`config.mk`:
```
export PLATFORM = sky130hd
export DESIGN_NAME = ecp_ext_control
export DESIGN_NICKNAME = d
export VERILOG_FILES = /design/src/byte_fifo.v /design/src/ecp_ext_control.v
export VERILOG_INCLUDE_DIRS = /design/src /design/src/pkg
export SDC_FILE = /design/constraint.sdc
export NUM_CORES = 1
export LEC_CHECK = 0
export BUFFER_PORTS_ARGS = -buffer_cell sky130_fd_sc_hd__buf_2
export CAP_MARGIN = 20
export CELL_PAD_IN_SITES_DETAIL_PLACEMENT = 0
export CELL_PAD_IN_SITES_GLOBAL_PLACEMENT = 2
export CORE_MARGIN = 5
export CORE_UTILIZATION = 40
export CTS_BUF_LIST = sky130_fd_sc_hd__clkbuf_8 sky130_fd_sc_hd__clkbuf_16
export DETAILED_ROUTE_END_ITERATION = 10
export PLACE_DENSITY_LB_ADDON = 0.15
export SLEW_MARGIN = 5
export SYNTH_ARGS = -nofsm -noshare
export SYNTH_HDL_FRONTEND = slang
export SYNTH_SLANG_ARGS = --single-unit
```
`constraint.sdc`:
```
create_clock -name clk -period 4.2 [get_ports clk]
set_clock_uncertainty 0.15 [all_clocks]
set_input_delay 0 -clock clk [delete_from_list [all_inputs] [get_ports clk]]
set_output_delay 0 -clock clk [all_outputs]
set_load 0.005 [all_outputs]
```
`src/pkg/ecr_map.vh`:
```
/*
  address map, field positions, reset values and mode codes of the
  extended control block of the parallel port.
  assumes: included by the design files by bare name; offsets are
  relative to the port base address already decoded by the host side.
*/
// Overview of operation
// - compression bit of the resource config register always reads zero
// - line-level bit reads the live level of the interrupt request line
// - mode field, top three bits of extended control, is read/write
// - ecp mode, fault enabled: interrupt pulse on each fault falling edge
// - ecp mode: clearing fault disable while fault asserted raises an interrupt
// - dma runs only while dma enabled and service mask is zero
// - service mask set suppresses dma and all service interrupts
// - hardware sets service mask on any service interrupt; software clears
// - software writing one to service mask never interrupts
// - dma enabled: terminal count sets service mask
// - pio forward: enough free bytes sets service mask
// - pio reverse: enough stored bytes sets service mask
// - full flag reads one when fifo cannot take another byte
// - empty flag reads one when fifo holds nothing
// - standard mode: fifo held reset, open collector controls, no tristate
// - bidirectional: direction tristates data; modes above push-pull
// - fifo mode: fifo bytes sent with compatibility handshake, forward only
// - ecp forward: command and payload queues share one fifo, sent out
// - ecp reverse: received bytes enter fifo for software or dma
// - mode 100 is epp only with option set; 101 reserved
// - test mode: fifo read and written, never sent with handshake
// - configuration mode: config registers at 0x400 and 0x401
// - interrupt pin driven low briefly, then released
// - only from standard or bidirectional may any mode be chosen
`ifndef ECR_MAP_VH
`define ECR_MAP_VH
`define OFS_QUEUE 11'h400
`define OFS_RESCFG 11'h401
`define OFS_ECR 11'h402
`define OFS_CMDQ 11'h000
`define ECR_MODE_HI 7
`define ECR_MODE_LO 5
`define ECR_FAULTDIS 4
`define ECR_DMA_TRANSFER_ENABLE 3
`define ECR_SVCMASK 2
`define ECR_FULL 1
`define ECR_EMPTY 0
`define CFG_COMPRESS 7
`define CFG_IRQLVL 6
`define ECR_RESET 8'h15
`define CAPCFG_VALUE 8'h10
`define RESCFG_RESET 6'h00
`define MODE_STD 3'h0
`define MODE_BIDIR 3'h1
`define MODE_FIFO 3'h2
`define MODE_ECP 3'h3
`define MODE_EPP 3'h4
`define MODE_RSVD 3'h5
`define MODE_TEST 3'h6
`define MODE_CFG 3'h7
`define IRQ_PULSE_NS 100
`define CLK_PERIOD_NS 25
`define IRQ_PULSE_CYC ((`IRQ_PULSE_NS + `CLK_PERIOD_NS - 1) / `CLK_PERIOD_NS)
`endif

```
`src/byte_fifo.v`:
```
/*
  synchronous fifo with valid/ready on both sides and a fill count.
  assumes: single clock, synchronous active-low reset, flush is a level.
*/
module byte_fifo #(
  parameter WIDTH = 9,
  parameter DEPTH = 16,
  parameter AW = 4
) (
  input wire clk,
  input wire rst_b,
  input wire flush,
  input wire [WIDTH-1:0] inData,
  input wire inValid,
  output wire inReady,
  output wire [WIDTH-1:0] outData,
  output wire outValid,
  input wire outReady,
  output reg [AW:0] count
);
  reg [WIDTH-1:0] mem [0:DEPTH-1];
  reg [AW-1:0] wrPtr;
  reg [AW-1:0] rdPtr;
  wire push;
  wire pop;
  assign inReady = (count != DEPTH[AW:0]);
  assign outValid = (count != {(AW+1){1'b0}});
  assign push = inValid & inReady;
  assign pop = outValid & outReady;
  assign outData = mem[rdPtr];

  always @(posedge clk) begin
    if (push) begin
      mem[wrPtr] <= inData;
    end
  end

  always @(posedge clk) begin
    if (!rst_b || flush) begin
      wrPtr <= {AW{1'b0}};
      rdPtr <= {AW{1'b0}};
      count <= {(AW+1){1'b0}};
    end else begin
      if (push) begin
        wrPtr <= (wrPtr == DEPTH[AW-1:0] - 1'b1) ? {AW{1'b0}} : wrPtr + 1'b1;
      end
      if (pop) begin
        rdPtr <= (rdPtr == DEPTH[AW-1:0] - 1'b1) ? {AW{1'b0}} : rdPtr + 1'b1;
      end
      if (push && !pop) begin
        count <= count + 1'b1;
      end else if (pop && !push) begin
        count <= count - 1'b1;
      end
    end
  end
endmodule // byte_fifo

```
`src/ecp_ext_control.v`:
```
/*
  extended control register bank of the parallel port: mode select,
  fault interrupt, dma gating, service interrupt, fifo status and the
  configuration registers, with the shared 16-byte data fifo.
  assumes: host register strobes are one-cycle pulses synchronous to clk,
  the protocol engines outside drain/fill the fifo through the link ports,
  and the irq pin wire is resolved outside from irqOut and irqOe.
*/
`include "ecr_map.vh"

module ecp_ext_control #(
  parameter DEPTH = 16,
  parameter AW = 4,
  parameter [AW:0] TX_FREE_LEVEL = 5'd8,
  parameter [AW:0] RX_FILL_LEVEL = 5'd8
) (
  input wire clk,
  input wire rst_b,
  input wire [10:0] regAddr,
  input wire [7:0] regWrData,
  input wire regWr,
  input wire regRd,
  output reg [7:0] regRdData,
  input wire direction,
  input wire eppOptionConfig,
  input wire peripheralFault_n,
  input wire dmaTerminalCount,
  output wire dmaRequest,
  input wire irqLineLevel,
  output wire irqOut,
  output wire irqOe,
  output wire faultIrq,
  output wire controlsOpenCollector,
  output wire dataTristate,
  output wire eppEnable,
  output wire [8:0] txData,
  output wire txValid,
  input wire txReady,
  input wire [7:0] rxData,
  input wire rxValid,
  output wire rxReady,
  output wire [2:0] portMode
);
  // ----------------------------------------------------------------
  // register state
  // ----------------------------------------------------------------
  reg [2:0] mode;
  reg faultIrqDisable;
  reg dmaTransferEnable;
  reg serviceMask;
  reg [5:0] portResourceConfig;
  reg faultPrev;
  reg [2:0] irqTimer;
  reg faultPulse;
  reg [7:0] lastPopped;

  localparam [7:0] ECR_INIT = `ECR_RESET;
  localparam integer IRQ_CYC = `IRQ_PULSE_CYC;

  wire [AW:0] fill;
  wire fifoFull;
  wire fifoEmpty;
  wire [8:0] fifoOut;
  wire fifoOutValid;
  wire fifoInReady;
  wire fifoPush;
  wire [8:0] fifoIn;
  wire fifoPop;

  function isQueueAccess;
    input [10:0] a;
    input [2:0] m;
    begin
      isQueueAccess = (a == `OFS_QUEUE) &&
        (m == `MODE_FIFO || m == `MODE_ECP || m == `MODE_TEST);
    end
  endfunction

  assign portMode = mode;

  // ----------------------------------------------------------------
  // pin driver control
  // ----------------------------------------------------------------
  assign controlsOpenCollector = (mode == `MODE_STD);
  // direction does not tristate the data lines in standard and fifo modes
  assign dataTristate = direction &&
    (mode != `MODE_STD) && (mode != `MODE_FIFO);
  assign eppEnable = (mode == `MODE_EPP) && eppOptionConfig;

  // ----------------------------------------------------------------
  // fifo and its two feeds
  // ----------------------------------------------------------------
  wire hostPush = regWr && (isQueueAccess(regAddr, mode) ||
    (regAddr == `OFS_CMDQ && mode == `MODE_ECP && !direction));
  wire hostPop = regRd && isQueueAccess(regAddr, mode);
  wire rxPath = (mode == `MODE_ECP) && direction;
  // address-queue bytes carry tag bit 8 so the ecp engine can tell them
  assign fifoIn = rxPath ? {1'b0, rxData} :
    {(regAddr == `OFS_CMDQ), regWrData};
  assign fifoPush = rxPath ? rxValid : hostPush;
  assign rxReady = rxPath & fifoInReady;
  // only forward fifo and forward ecp modes hand bytes to a handshake engine
  wire txPath = (mode == `MODE_FIFO && !direction) ||
    (mode == `MODE_ECP && !direction);
  assign txValid = txPath & fifoOutValid;
  assign txData = fifoOut;
  assign fifoPop = txPath ? txReady : hostPop;

  byte_fifo #(
    .WIDTH(9),
    .DEPTH(DEPTH),
    .AW(AW)
  ) u_fifo (
    .clk(clk),
    .rst_b(rst_b),
    .flush(mode == `MODE_STD),
    .inData(fifoIn),
    .inValid(fifoPush),
    .inReady(fifoInReady),
    .outData(fifoOut),
    .outValid(fifoOutValid),
    .outReady(fifoPop),
    .count(fill)
  );

  assign fifoFull = !fifoInReady;
  assign fifoEmpty = !fifoOutValid;

  // ----------------------------------------------------------------
  // service interrupt sources
  // ----------------------------------------------------------------
  wire freeEnough = (DEPTH[AW:0] - fill) >= TX_FREE_LEVEL;
  wire fillEnough = fill >= RX_FILL_LEVEL;
  wire svcCondition = dmaTransferEnable ? dmaTerminalCount :
    (direction ? fillEnough : freeEnough);
  // a level condition fires again as soon as the mask is cleared
  wire svcEvent = !serviceMask && svcCondition;
  assign dmaRequest = dmaTransferEnable && !serviceMask && (direction ?
    fifoOutValid : fifoInReady);

  // ----------------------------------------------------------------
  // fault interrupt
  // ----------------------------------------------------------------
  wire ecrWrite = regWr && (regAddr == `OFS_ECR);
  wire faultFall = faultPrev && !peripheralFault_n;
  wire faultRearm = ecrWrite && faultIrqDisable &&
    !regWrData[`ECR_FAULTDIS] && !peripheralFault_n;
  wire faultEvent = (mode == `MODE_ECP) &&
    ((!faultIrqDisable && faultFall) || faultRearm);
  assign faultIrq = faultPulse;

  always @(posedge clk) begin
    if (!rst_b) begin
      faultPrev <= 1'b1;
      faultPulse <= 1'b0;
    end else begin
      faultPrev <= peripheralFault_n;
      faultPulse <= faultEvent;
    end
  end

  // ----------------------------------------------------------------
  // extended control register writes
  // ----------------------------------------------------------------
  wire modeFree = (mode == `MODE_STD) || (mode == `MODE_BIDIR);
  wire modeTarget = (regWrData[7:5] == `MODE_STD) ||
    (regWrData[7:5] == `MODE_BIDIR);

  always @(posedge clk) begin
    if (!rst_b) begin
      mode <= ECR_INIT[`ECR_MODE_HI:`ECR_MODE_LO];
      faultIrqDisable <= 1'b1;
      dmaTransferEnable <= 1'b0;
      serviceMask <= 1'b1;
      portResourceConfig <= `RESCFG_RESET;
    end else begin
      if (ecrWrite) begin
        if (modeFree || modeTarget) begin
          mode <= regWrData[`ECR_MODE_HI:`ECR_MODE_LO];
        end
        faultIrqDisable <= regWrData[`ECR_FAULTDIS];
        dmaTransferEnable <= regWrData[`ECR_DMA_TRANSFER_ENABLE];
      end
      if (regWr && regAddr == `OFS_RESCFG && mode == `MODE_CFG) begin
        portResourceConfig <= regWrData[5:0];
      end
      // hardware set wins over a same-cycle software clear
      if (svcEvent) begin
        serviceMask <= 1'b1;
      end else if (ecrWrite) begin
        serviceMask <= regWrData[`ECR_SVCMASK];
      end
    end
  end

  // ----------------------------------------------------------------
  // shared interrupt pin: brief low pulse, then released
  // ----------------------------------------------------------------
  always @(posedge clk) begin
    if (!rst_b) begin
      irqTimer <= 3'h0;
    end else if (svcEvent || faultEvent) begin
      irqTimer <= IRQ_CYC[2:0];
    end else if (irqTimer != 3'h0) begin
      irqTimer <= irqTimer - 1'b1;
    end
  end
  assign irqOut = 1'b0;
  assign irqOe = (irqTimer != 3'h0);

  // ----------------------------------------------------------------
  // register reads
  // ----------------------------------------------------------------
  // only host pops count; bytes the port engine drains are not remembered
  always @(posedge clk) begin
    if (!rst_b) begin
      lastPopped <= 8'h00;
    end else if (hostPop && fifoOutValid && !txPath) begin
      lastPopped <= fifoOut[7:0];
    end
  end

  always @(posedge clk) begin
    if (!rst_b) begin
      regRdData <= 8'h00;
    end else if (regRd) begin
      if (regAddr == `OFS_ECR) begin
        regRdData <= {mode, faultIrqDisable, dmaTransferEnable,
          serviceMask, fifoFull, fifoEmpty};
      end else if (mode == `MODE_CFG && regAddr == `OFS_QUEUE) begin
        regRdData <= `CAPCFG_VALUE;
      end else if (mode == `MODE_CFG && regAddr == `OFS_RESCFG) begin
        regRdData <= {1'b0, irqLineLevel, portResourceConfig};
      end else if (hostPop) begin
        // an empty test fifo rereads the last byte taken from it
        regRdData <= fifoOutValid ? fifoOut[7:0] : lastPopped;
      end else begin
        regRdData <= 8'h00;
      end
    end
  end
endmodule // ecp_ext_control

```
==> results of run 1 <==
==> path summary, 6_finish.rpt <==
check / startpoint / end / slack (ns) / cells past startpoint
setup reg to reg: portMode[1]$_SDFFE_PN0P_ / u_fifo.count[4]$_SDFFE_PP0P_ / 0.53 / 12
hold / removal: rxData[7] / u_fifo.mem[11][7]$_DFFE_PP_ / 0.01 / 2
setup / recovery: portMode[1]$_SDFFE_PN0P_ / u_fifo.count[4]$_SDFFE_PP0P_ / 0.53 / 12
hold reg to reg: portResourceConfig[5]$_SDFFE_PN0P_ / portResourceConfig[5]$_SDFFE_PN0P_ / 0.31 / 2
==> routing by layer <==
layer,wire length [um],GRT usage (%)
met1,8770,22.5
met2,9760,28.2
met3,924,4.01
met4,219,3.99
met5,0,0
==> state kept, by name, summed over array words and instances (netlist names), named ones only <==
signal and count:
u_fifo.wrPtr 4, u_fifo.rdPtr 4, lastPopped 8, irqTimer 3
faultPrev 1, u_fifo.mem 144, faultIrq 1, dmaTransferEnable 1
u_fifo.count 5, regRdData 8, portResourceConfig 6, serviceMask 1
faultIrqDisable 1, portMode 3
==> Yosys cell counts, types with 4 or more instances <==
cell type    n  area share [%]
edfxtp_1   144              53
dfxtp_1     50              12
mux4_2      37              10
nand2_1     37             1.7
a21oi_1     34             2.1
nor2_1      25             1.1
inv_1       24             1.1
nand3_1     18             1.1
clkbuf_1    14            0.64
ha_1        14             2.1
a22oi_1     12             1.1
a22o_1      10             1.1
nor4_1      10            0.76
o21ai_0     10            0.61
buf_2        8            0.49
mux2_2       8             1.1
a221o_1      7            0.85
mux2i_1      7            0.85
nand2b_1     7            0.53
and2_1       6            0.46
nor3_1       6            0.36
and3_1       4            0.30
==> logic make-up after synthesis <==
family                     Yosys count
AOI/OAI and AO/OA                   99
xor gates and xnor gates             5
adders and majority gates           15
buffers and inverters               54
DFF                                194
muxes                               52
other                                1
and+or+nand+nor                    135
==> area by class of cell <==
class                           count  area, sq um
Clock buffer                       17          425
Timing Repair Buffer              109          713
Sequential cell                   194         5330
Inverter                           25         93.8
Clock inverter                     14          158
Multi-Input combinational cell    307         2730
Fill cell                        1783        10500
Tap cell                          270          338
==> critical path, delay by kind of cell (launching register included) <==
family	cells	cell delay [ns]
DFF	1	0.53
adders and majority gates	2	0.52
buffers and inverters	1	0.15
AOI/OAI and AO/OA	4	0.81
and+or+nand+nor	4	1.34
xor gates and xnor gates	1	0.09
==> power groups by stage <==
stage	Sequential, W	Clock (W)	Combinational [W]
4_1_cts	0.00207	0.00164	0.000158
3_3_place_gp	0.00211	0	0.000138
3_5_place_dp	0.00211	0	0.000145
2_1_floorplan	0.00211	0	0.0000817
6_report	0.00207	0.00161	0.000154
5_1_grt	0.00207	0.00173	0.000173
==> through the flow <==
stage,instances,hold WS (ns)
after floorplan,555,-0.0641
after detailed placement,882,0.0906
after global routing,936,0.0245
final,936,0.0102
after CTS,936,0.0127
after global placement,882,0.0958
==> cells in the final DEF (no fill, tap or decap), types with 3 or more instances in the layout <==
| cell type | count |
|---|---|
| nand4_1 | 3 |
| o31ai_1 | 3 |
| mux2_2 | 8 |
| buf_2 | 65 |
| inv_1 | 27 |
| dlygate4sd3_1 | 23 |
| mux4_2 | 37 |
| nand3_1 | 18 |
| a221o_1 | 7 |
| o21ai_0 | 10 |
| inv_6 | 4 |
| mux2i_1 | 7 |
| a21oi_1 | 34 |
| nand2_1 | 37 |
| xnor2_1 | 3 |
| dfxtp_1 | 49 |
| buf_4 | 21 |
| ha_1 | 14 |
| nor3_1 | 6 |
| clkbuf_16 | 17 |
| nand2b_1 | 7 |
| nor2_1 | 25 |
| nand4b_1 | 3 |
| edfxtp_1 | 144 |
| a22o_1 | 10 |
| or4_4 | 3 |
| and3_1 | 4 |
| and2_1 | 6 |
| nor4_2 | 9 |
| a22oi_1 | 12 |
==> summary.md, run 1 <==
| Metric | Value |
|---|---|
| Outcome | `completed` |
| Layout cells sized above 1 | `~27%` |
| Dpl ws | `0.569 ns` |
| Arr. time, crit path | `slightly below 4 ns` |
| Kind of critical path | `reg2reg` |
| Hold Crit Class | `in2reg` |
| Initial antenna violation count | `0` |
| First-pass GRT wire length | `roughly 30000 um` |
| Routability congestion estimate | `0.818` |
| Mapped Cells | `555` |
| Slowest-stage cell, CP | `or4b_1` |
| Syn nets | `approximately 610` |
| Flop and latch count out of synthesis | `a little under 200` |
| Synth Flop Type | `edfxtp_1` |
| GRT overflow | `0` |
| First-pass DRT Iterations | `5` |
| Core area | `20200 sq um` |
| Compound-cell area share of the yosys netlist | `8.69%` |
| Area Growth Syn to Fin | `18.8%` |
| Syn avg cell area | `roughly 15 sq um` |
| Slew at the pin with the worst max-slew slack | `~0.99 ns` |
| Logic pwr share | `under 10%` |
| Clock insertion delay at the later pin of the skew report | `around 0.42 ns` |
| Std-Cell Rows | `52` |
| Root buf cell | `clkbuf_16` |
| Area after DPL | `~9000 sq um` |
| Sequential Power Share | `between 50% and 60%` |
| Die W | `around 150 um` |
| Input/output buffers | `65` |
| Final Power | `0.00383 W` |
| Combinational family with the most area after synthesis | `multiplexers` |
| Largest stage delay, worst path | `roughly 0.67 ns` |
| Post-Synth Adder-Cell Area | `2.37%` |
| CTS Buf Count | `17` |
| Routed wire per std cell | `21.0 um` |
| NetSw | `roughly 0.00082 W` |
| Crit-path max FO | `11` |
| Asr flop ratio synth | `0%` |
| Antenna Nets Post-Route | `0` |
| Yosys cell types | `just over 60` |
| Yosys warns | `0` |
| Fin crit period | `3.67 ns` |
| Fin worst setup slack | `between 0.5 and 0.6 ns` |
| Post-cts repair resize count | `0` |
| Register area share after synthesis | `64.7%` |
| Max clock buf depth | `2` |
| Die Ht | `153 um` |
| H-Tree Depth | `4` |
| Worst EP required | `4.40 ns` |
| Sink Count | `slightly below 200` |
| Worst rel slew slack | `between 30 and 40%` |
| Internal | `approximately 0.0030 W` |
| Fin. Hold Viols | `0` |
| Fin util | `48.3%` |
| DR DRC count | `0` |
| Postcts setup bufs | `0` |
| Xor-xnor portion of the synthesized cell area | `less than 1%` |
| Sw frac | `21.3%` |
| Simple-gate share of the synthesized area | `roughly 8.8%` |
| Final HPWL DP | `13600 um` |
| Unrepaired setup endpoints after global routing | `no` |
| Post-Synthesis Cell Area | `between 8000 and 9000 sq um` |
| Vias per inst | `about 5.4` |
| Max-slew violations | `0` |
| Max_cap viols | `0` |
| # diodes | `0` |
| Nets | `between 700 and 800` |
| Number of flops mapped to enable cells by yosys | `roughly 140` |
| Ports | `67` |
| Fin Setup TNS | `0 ns` |
| CTS tree | `yes` |
| Maximum VDD drop | `between 0.0002 and 0.00025 V` |
| Clock power frac | `42.0%` |
| Critical Path, Cell by Cell | `nand3b_1, or4b_1, o31ai_4, nand2_1, ha_1, inv_1, ha_1, a21o_1, a21oi_1, xnor2_1, or3_1, a21oi_1` |
| Total Routed Length | `19700 um` |
| Final Instance Area | `9780 sq um` |
| Hold buffer count at cts | `23` |
| Worst Setup End Kind | `flip-flop` |
| Final setup violating endpoints | `0` |
| Gr usage total | `between 10% and 20%` |
| Mux contribution to synthesized area | `between 10% and 20%` |
| Initial core utilization | `between 40% and 50%` |
| DRT iter0 DRCs | `about 240` |
| Largest net degree at the start of global routing | `27` |
| Die Area | `~24000 sq um` |
| P_leak | `approximately 3.4 nW` |
| Final period util | `between 80% and 90%` |
| Vias in the first global route | `5139` |
| Pwr dens | `~390 nW/um^2` |
| Clock-pin slew on the worst setup and hold paths | `approximately 0.07 ns` |
| Max Fclk | `around 270 MHz` |
| DR vias | `around 5000` |
| Startpoint types | `flip-flop` |
No activity file was read; power rests on OpenSTA's default activity.
==> run 2: changes to the inputs <==
--- a/config.mk
+++ b/config.mk
@@ -8,8 +8,6 @@
 export LEC_CHECK = 0
 export BUFFER_PORTS_ARGS = -buffer_cell sky130_fd_sc_hd__buf_2
 export CAP_MARGIN = 20
-export CELL_PAD_IN_SITES_DETAIL_PLACEMENT = 0
-export CELL_PAD_IN_SITES_GLOBAL_PLACEMENT = 2
 export CORE_MARGIN = 5
 export CORE_UTILIZATION = 40
 export CTS_BUF_LIST = sky130_fd_sc_hd__clkbuf_8 sky130_fd_sc_hd__clkbuf_16
==> run 2 against run 1 <==
Against the previous run: total power fell by 1.2%; utilization rose by 0.068 points; hold slack improved by 0.019 ns; register-to-register slack barely moved; non-clock buffer count rose by 1; sequential power barely moved; routed wire length rose by 4.4%; largest power group unchanged; die area did not move; global-route usage rose by 0.97 points; largest cell class unchanged; sequential cell count did not move; setup slack got worse by 0.0081 ns.
==> summary.md, run 2 (synthesized netlist as in run 1, its figures left out) <==
| Metric | Value |
|---|---|
| Outcome | `completed` |
| Input/output buffers | `65 (unchanged)` |
| Worst rel slew slack | `36.2% (+2.6 points)` |
| Fin crit period | `3.67 ns (+0.00810 ns)` |
| Clock insertion delay at the later pin of the skew report | `0.43 ns (about the same)` |
| Gr usage total | `17.9% (+0.97 points)` |
| Largest net degree at the start of global routing | `33 (+22%)` |
| Sink Count | `194 (unchanged)` |
| # diodes | `0 (unchanged)` |
| Die Ht | `153 um (unchanged)` |
| Hold_ws | `0.0293 ns (+0.0191 ns)` |
| CTS tree | `yes` |
| Dpl ws | `0.581 ns (+0.0124 ns)` |
| Arr. time, crit path | `3.88 ns (about the same)` |
| Max-slew violations | `0 (unchanged)` |
| Core area | `20200 sq um (unchanged)` |
| First-pass DRT Iterations | `4 (-1)` |
| Largest reg by FF count | `u_fifo.mem` |
| Clock-pin slew on the worst setup and hold paths | `0.08 ns (about the same)` |
| Max_cap viols | `0 (unchanged)` |
| Initial antenna violation count | `0 (unchanged)` |
| Postcts setup bufs | `0 (unchanged)` |
| Hold buffer count at cts | `24 (+4.3%)` |
| DR vias | `5135 (+0.92%)` |
| Vias in the first global route | `5360 (+4.3%)` |
| Startpoint types | `flip-flop` |
| Kind of critical path | `reg2reg` |
| Final HPWL DP | `14100 um (+3.6%)` |
| Die W | `153 um (unchanged)` |
| Area after DPL | `8960 sq um (-0.11%)` |
| Root buf cell | `clkbuf_16` |
| Antenna Nets Post-Route | `0 (unchanged)` |
| Nets | `708 (+0.14%)` |
| Leading cell types in the layout, fill and taps excluded | `144 x edfxtp_1, 65 x buf_2, 49 x dfxtp_1` |
| Unrepaired setup endpoints after global routing | `no` |
| H-Tree Depth | `4 (unchanged)` |
| Max FFs per register | `144 (unchanged)` |
| Ports | `67 (unchanged)` |
| Met3 usage | `3.93% (-0.085 points)` |
| P_leak | `3.35 nW (-0.12%)` |
| Max Fclk | `272 MHz (-0.22%)` |
| GR Util met1 | `23.8% (+1.3 points)` |
| Worst EP required | `4.40 ns (about the same)` |
| Std-Cell Rows | `52 (unchanged)` |
| DR DRC count | `0 (unchanged)` |
| GRT overflow | `0 (unchanged)` |
| GRT busiest layer | `met2` |
| Maximum VDD drop | `0.000252 V (+6.3%)` |
| Fin. Hold Viols | `0 (unchanged)` |
| Die Area | `23600 sq um (unchanged)` |
| Hold Crit Class | `in2reg` |
| Fin worst setup slack | `0.525 ns (-0.00810 ns)` |
| First-pass GRT wire length | `32300 um (+6.0%)` |
| Final Instance Area | `9800 sq um (+0.14%)` |
| Biggest regs | `u_fifo.mem x144, lastPopped x8, regRdData x8` |
| Fin util | `48.4% (+0.068 points)` |
| Total Routed Length | `20500 um (+4.4%)` |
| Final period util | `87.5% (+0.19 points)` |
| CTS Buf Count | `17 (unchanged)` |
| Area Growth Syn to Fin | `18.9%` |
| Pwr dens | `386 nW/um^2 (-1.3%)` |
| Slew at the pin with the worst max-slew slack | `0.954 ns (-0.0395 ns)` |
| Met2 usage | `29.7% (+1.5 points)` |
| Initial core utilization | `40.7% (unchanged)` |
| Crit-path max FO | `11 (unchanged)` |
| DRT iter0 DRCs | `377 (+56%)` |
| Fin Setup TNS | `0 ns (unchanged)` |
| Layout cells sized above 1 | `26.8% (-0.040 points)` |
| Final setup violating endpoints | `0 (unchanged)` |
| Commonest non-fill, non-tap cell in the layout | `edfxtp_1` |
| Vias per inst | `5.48 (+0.82%)` |
| Routability congestion estimate | `0.871 (+6.4%)` |
| Max clock buf depth | `2 (unchanged)` |
| Routed wire per std cell | `21.9 um (+4.3%)` |
| Worst Setup End Kind | `flip-flop` |
| Post-cts repair resize count | `0 (unchanged)` |
-- run 2: cell count changes in the layout (fill, tap and decap cells not counted), moves of 3 or more --
cell	previous run	this run
inv_1	27	24
buf_4	21	18
clkinv_4	1	4
dlygate4sd3_1	23	26
inv_6	4	1
inv_8	1	5
-- run 2: area by class of cell --
cell class	instances	area (sq um)
Clock buffer	17	425
Clock inverter	14	144
Fill cell	1744	10400
Inverter	25	93.8
Multi-Input combinational cell	307	2730
Sequential cell	194	5330
Tap cell	270	338
Timing Repair Buffer	110	741
-- run 2: layer usage --
metal	vias up	wire (um)
li1	2370	-
met3	17	852
met1	2622	9350
met2	126	9990
met4	0	347
met5	-	0
-- run 2: where the power goes --
| group | switching, W | internal [W] | leakage (nW) | total [W] |
|---|---|---|---|---|
| Clock | 0.000776 | 0.000789 | 0.276 | 0.00156 |
| Combinational | 0.0000879 | 0.0000645 | 1.40 | 0.000152 |
| Sequential | 0.00000666 | 0.00206 | 1.67 | 0.00207 |
-- run 2: worst paths after layout --
path	start	end	slack [ns]	depth (start not counted)
worst min-delay path	rxData[3]	u_fifo.mem[15][3]$_DFFE_PP_	0.03	2
worst max register to register	portMode[1]$_SDFFE_PN0P_	u_fifo.count[4]$_SDFFE_PP0P_	0.53	12
worst max-delay path	portMode[1]$_SDFFE_PN0P_	u_fifo.count[4]$_SDFFE_PP0P_	0.53	12
worst min register to register	portResourceConfig[2]$_SDFFE_PN0P_	portResourceConfig[2]$_SDFFE_PN0P_	0.32	2
-- run 2: through the flow --
step / cells / total power, W
6_report: 937 / 0.00378
5_1_grt: 937 / 0.00393
4_1_cts: 934 / 0.00382
3_5_place_dp: 879 / 0.00225
3_3_place_gp: 879 / 0.00225
2_1_floorplan: 555 / 0.00219
-- run 2: worst max-delay path, stage by stage (launching register included) --
cell and delay, ns:
dfxtp_1 0.55, nand3b_1 0.24, or4b_1 0.67, o31ai_4 0.32, nand2_1 0.13, ha_1 0.22
inv_1 0.14, ha_1 0.29, a21o_1 0.19, a21oi_1 0.18, xnor2_1 0.09, or3_1 0.30
a21oi_1 0.14
==> run 3: changes to the inputs <==
--- a/config.mk
+++ b/config.mk
@@ -12,6 +12,7 @@
 export CORE_UTILIZATION = 40
 export CTS_BUF_LIST = sky130_fd_sc_hd__clkbuf_8 sky130_fd_sc_hd__clkbuf_16
 export DETAILED_ROUTE_END_ITERATION = 10
+export GPL_TIMING_DRIVEN = 0
 export PLACE_DENSITY_LB_ADDON = 0.15
 export SLEW_MARGIN = 5
 export SYNTH_ARGS = -nofsm -noshare
==> run 3 against run 2 <==
Against the previous run: the run now ends with hold timing left; die area unchanged; clock power up 3%; hold slack worse by 0.039 ns; utilization is 0.38 points higher; count of clock-buffer cells in the layout stayed put; first-iteration DRC count fell by 18%; sequential share of layout area is 0.44 points lower; critical endpoint unchanged.
==> summary.md, run 3 (synthesized netlist as in run 1, its figures left out) <==
| Metric | Value |
|---|---|
| Outcome | `complete, but fails checks` |
| Failing checks | `hold timing` |
| Fin crit period | `3.84 ns (+0.165 ns)` |
| DRT iter0 DRCs | `308 (-18%)` |
| Fin Setup TNS | `0 ns (unchanged)` |
| Clock-pin slew on the worst setup and hold paths | `0.07 ns (about the same)` |
| Commonest non-fill, non-tap cell in the layout | `edfxtp_1` |
| H-Tree Depth | `4 (unchanged)` |
| HP Start | `rxData[0]` |
| Max Fclk | `260 MHz (-4.3%)` |
| Maximum VDD drop | `0.000259 V (+2.8%)` |
| DR vias | `5305 (+3.3%)` |
| Routed wire per std cell | `21.8 um (-0.62%)` |
| Fin. Hold Viols | `16 (+16)` |
| Max clock buf depth | `2 (unchanged)` |
| Std-Cell Rows | `52 (unchanged)` |
| Storage cell area | `5330 sq um (about the same)` |
| Layout cells sized above 1 | `26.2% (-0.60 points)` |
| Max FFs per register | `144 (unchanged)` |
| Hold Crit Class | `in2reg` |
| Critical Path, Cell by Cell | `nor4_1, ha_1, clkbuf_1, inv_1, nand2_1, ha_1, inv_1, fa_1, a21o_1, a21oi_1, xnor2_1, or3_1, a21oi_1` |
| P_leak | `3.41 nW (+1.8%)` |
| Max_cap viols | `0 (unchanged)` |
| Area after DPL | `9010 sq um (+0.63%)` |
| # diodes | `0 (unchanged)` |
| Total Routed Length | `20800 um (+1.4%)` |
| Ports | `67 (unchanged)` |
| Launch point of the worst path | `u_fifo.count[3]$_SDFFE_PP0P_` |
| Core area | `20200 sq um (unchanged)` |
| Largest stage delay, worst path | `0.54 ns (-0.13 ns)` |
| Max-slew violations | `0 (unchanged)` |
| Fillers | `1787 (+2.5%)` |
| Multi-input logic area | `2730 sq um (unchanged)` |
| GRT overflow | `0 (unchanged)` |
| Startpoint types | `flip-flop` |
| Register-to-Register Path Depth | `13 (+1)` |
| CTS Buf Count | `17 (unchanged)` |
| Biggest regs | `u_fifo.mem x144, lastPopped x8, regRdData x8` |
| Leading cell types in the layout, fill and taps excluded | `144 x edfxtp_1, 72 x buf_2, 50 x dfxtp_1` |
| Routability congestion estimate | `0.816 (-6.4%)` |
| R2R Path Start | `u_fifo.count[3]$_SDFFE_PP0P_` |
| Worst hold path cell count | `2 (unchanged)` |
| Initial antenna violation count | `0 (unchanged)` |
| Hold buffer count at cts | `24 (unchanged)` |
| Post-cts repair resize count | `0 (unchanged)` |
| Arr. time, crit path | `4.05 ns (+0.17 ns)` |
| Die Ht | `153 um (unchanged)` |
| Final setup violating endpoints | `0 (unchanged)` |
| Initial core utilization | `40.7% (unchanged)` |
| Input/output buffers | `64 (-1.5%)` |
| Die W | `153 um (unchanged)` |
| Kind of critical path | `reg2reg` |
| Clock insertion delay at the later pin of the skew report | `0.43 ns (about the same)` |
| Worst EP required | `4.41 ns (about the same)` |
| First-pass DRT Iterations | `5 (+1)` |
| Nets | `726 (+2.5%)` |
| CTS tree | `yes` |
| Largest reg by FF count | `u_fifo.mem` |
| Vias in the first global route | `5397 (+0.69%)` |
| Final period util | `91.4% (+3.9 points)` |
| Antenna Nets Post-Route | `0 (unchanged)` |
| Hold_ws | `-0.0101 ns (-0.0394 ns)` |
| Slew at the pin with the worst max-slew slack | `1.10 ns (+0.142 ns)` |
| Final Instance Area | `9870 sq um (+0.79%)` |
| Unrepaired setup endpoints after global routing | `no` |
| Postcts setup bufs | `0 (unchanged)` |
| First-pass GRT wire length | `32000 um (-0.85%)` |
| Root buf cell | `clkbuf_16` |
| Worst rel slew slack | `26.7% (-9.5 points)` |
| Slowest-stage cell, CP | `nor4_1` |
| Crit-path max FO | `8 (-3)` |
| Area Growth Syn to Fin | `19.9%` |
| Vias per inst | `5.55 (+1.3%)` |
| Worst Setup End Kind | `flip-flop` |
| Final HPWL DP | `14600 um (+3.9%)` |
| DR DRC count | `0 (unchanged)` |
| Sink Count | `194 (unchanged)` |
| Largest net degree at the start of global routing | `19 (-42%)` |
| Pwr dens | `387 nW/um^2 (about the same)` |
| Die Area | `23600 sq um (unchanged)` |
| Fin util | `48.8% (+0.38 points)` |
| Gr usage total | `17.8% (-0.042 points)` |
run 3: changes by cell type in the layout (fill, tap and decap cells not counted), sizes merged:
cell / change
clkinvlp: -1
clkinv: +1
clkbuf: +16
buf: +3
dlygate4sd3: -1
bufinv: +1
run 3: path summary, 6_finish.rpt:
| check | endpoint | slack, ns |
|---|---|---|
| hold reg to reg | portResourceConfig[5]$_SDFFE_PN0P_ | 0.32 |
| hold / removal | u_fifo.mem[13][0]$_DFFE_PP_ | -0.01 |
| setup reg to reg | u_fifo.count[4]$_SDFFE_PP0P_ | 0.36 |
| setup / recovery | u_fifo.count[4]$_SDFFE_PP0P_ | 0.36 |
run 3: metal layers:
metal | global-route usage, % | share of wire [%] | vias to the layer above
met5 | 0 | 0 | -
met4 | 3.83 | 0.82 | 0
met3 | 3.48 | 5.8 | 10
met2 | 29.3 | 49 | 178
met1 | 24.8 | 44 | 2721
li1 | - | - | 2396
run 3: cell type report:
cell class,count,share of cell area (%)
plain buffers,29,1.41
clock buffers,17,4.31
clock inverters,15,1.60
inverters,25,0.950
multi-input cells,307,27.6
flip-flops and latches,194,53.9
well taps,270,3.42
repair buffers,99,6.75
run 3: where the power goes:
| group | switching, W | internal, W | leakage [nW] |
|---|---|---|---|
| combinational | 0.0000849 | 0.0000676 | 1.45 |
| clock | 0.000759 | 0.000838 | 0.291 |
| sequential | 0.00000673 | 0.00206 | 1.67 |
| total | 0.000851 | 0.00297 | 3.41 |
run 3: critical path: cells and delay by family (launching register included):
family / cells / cell delay [ns]
flops: 1 / 0.36
simple gates: 3 / 1.00
xor+xnor: 1 / 0.09
compound gates: 3 / 0.47
buf+inv: 3 / 0.84
fa+ha+maj: 3 / 0.85
run 3: stage by stage:
| stage | cells | hold slack (ns) | power (W) | setup slack (ns) |
|---|---|---|---|---|
| after floorplan | 555 | -0.0641 | 0.00219 | 0.944 |
| after global placement | 889 | 0.0910 | 0.00225 | -0.360 |
| after detailed placement | 897 | 0.0954 | 0.00225 | 0.394 |
| after CTS | 953 | 0.00375 | 0.00384 | 0.380 |
| after global routing | 956 | 0.0398 | 0.00394 | 0.116 |
| final | 956 | -0.0101 | 0.00382 | 0.361 |
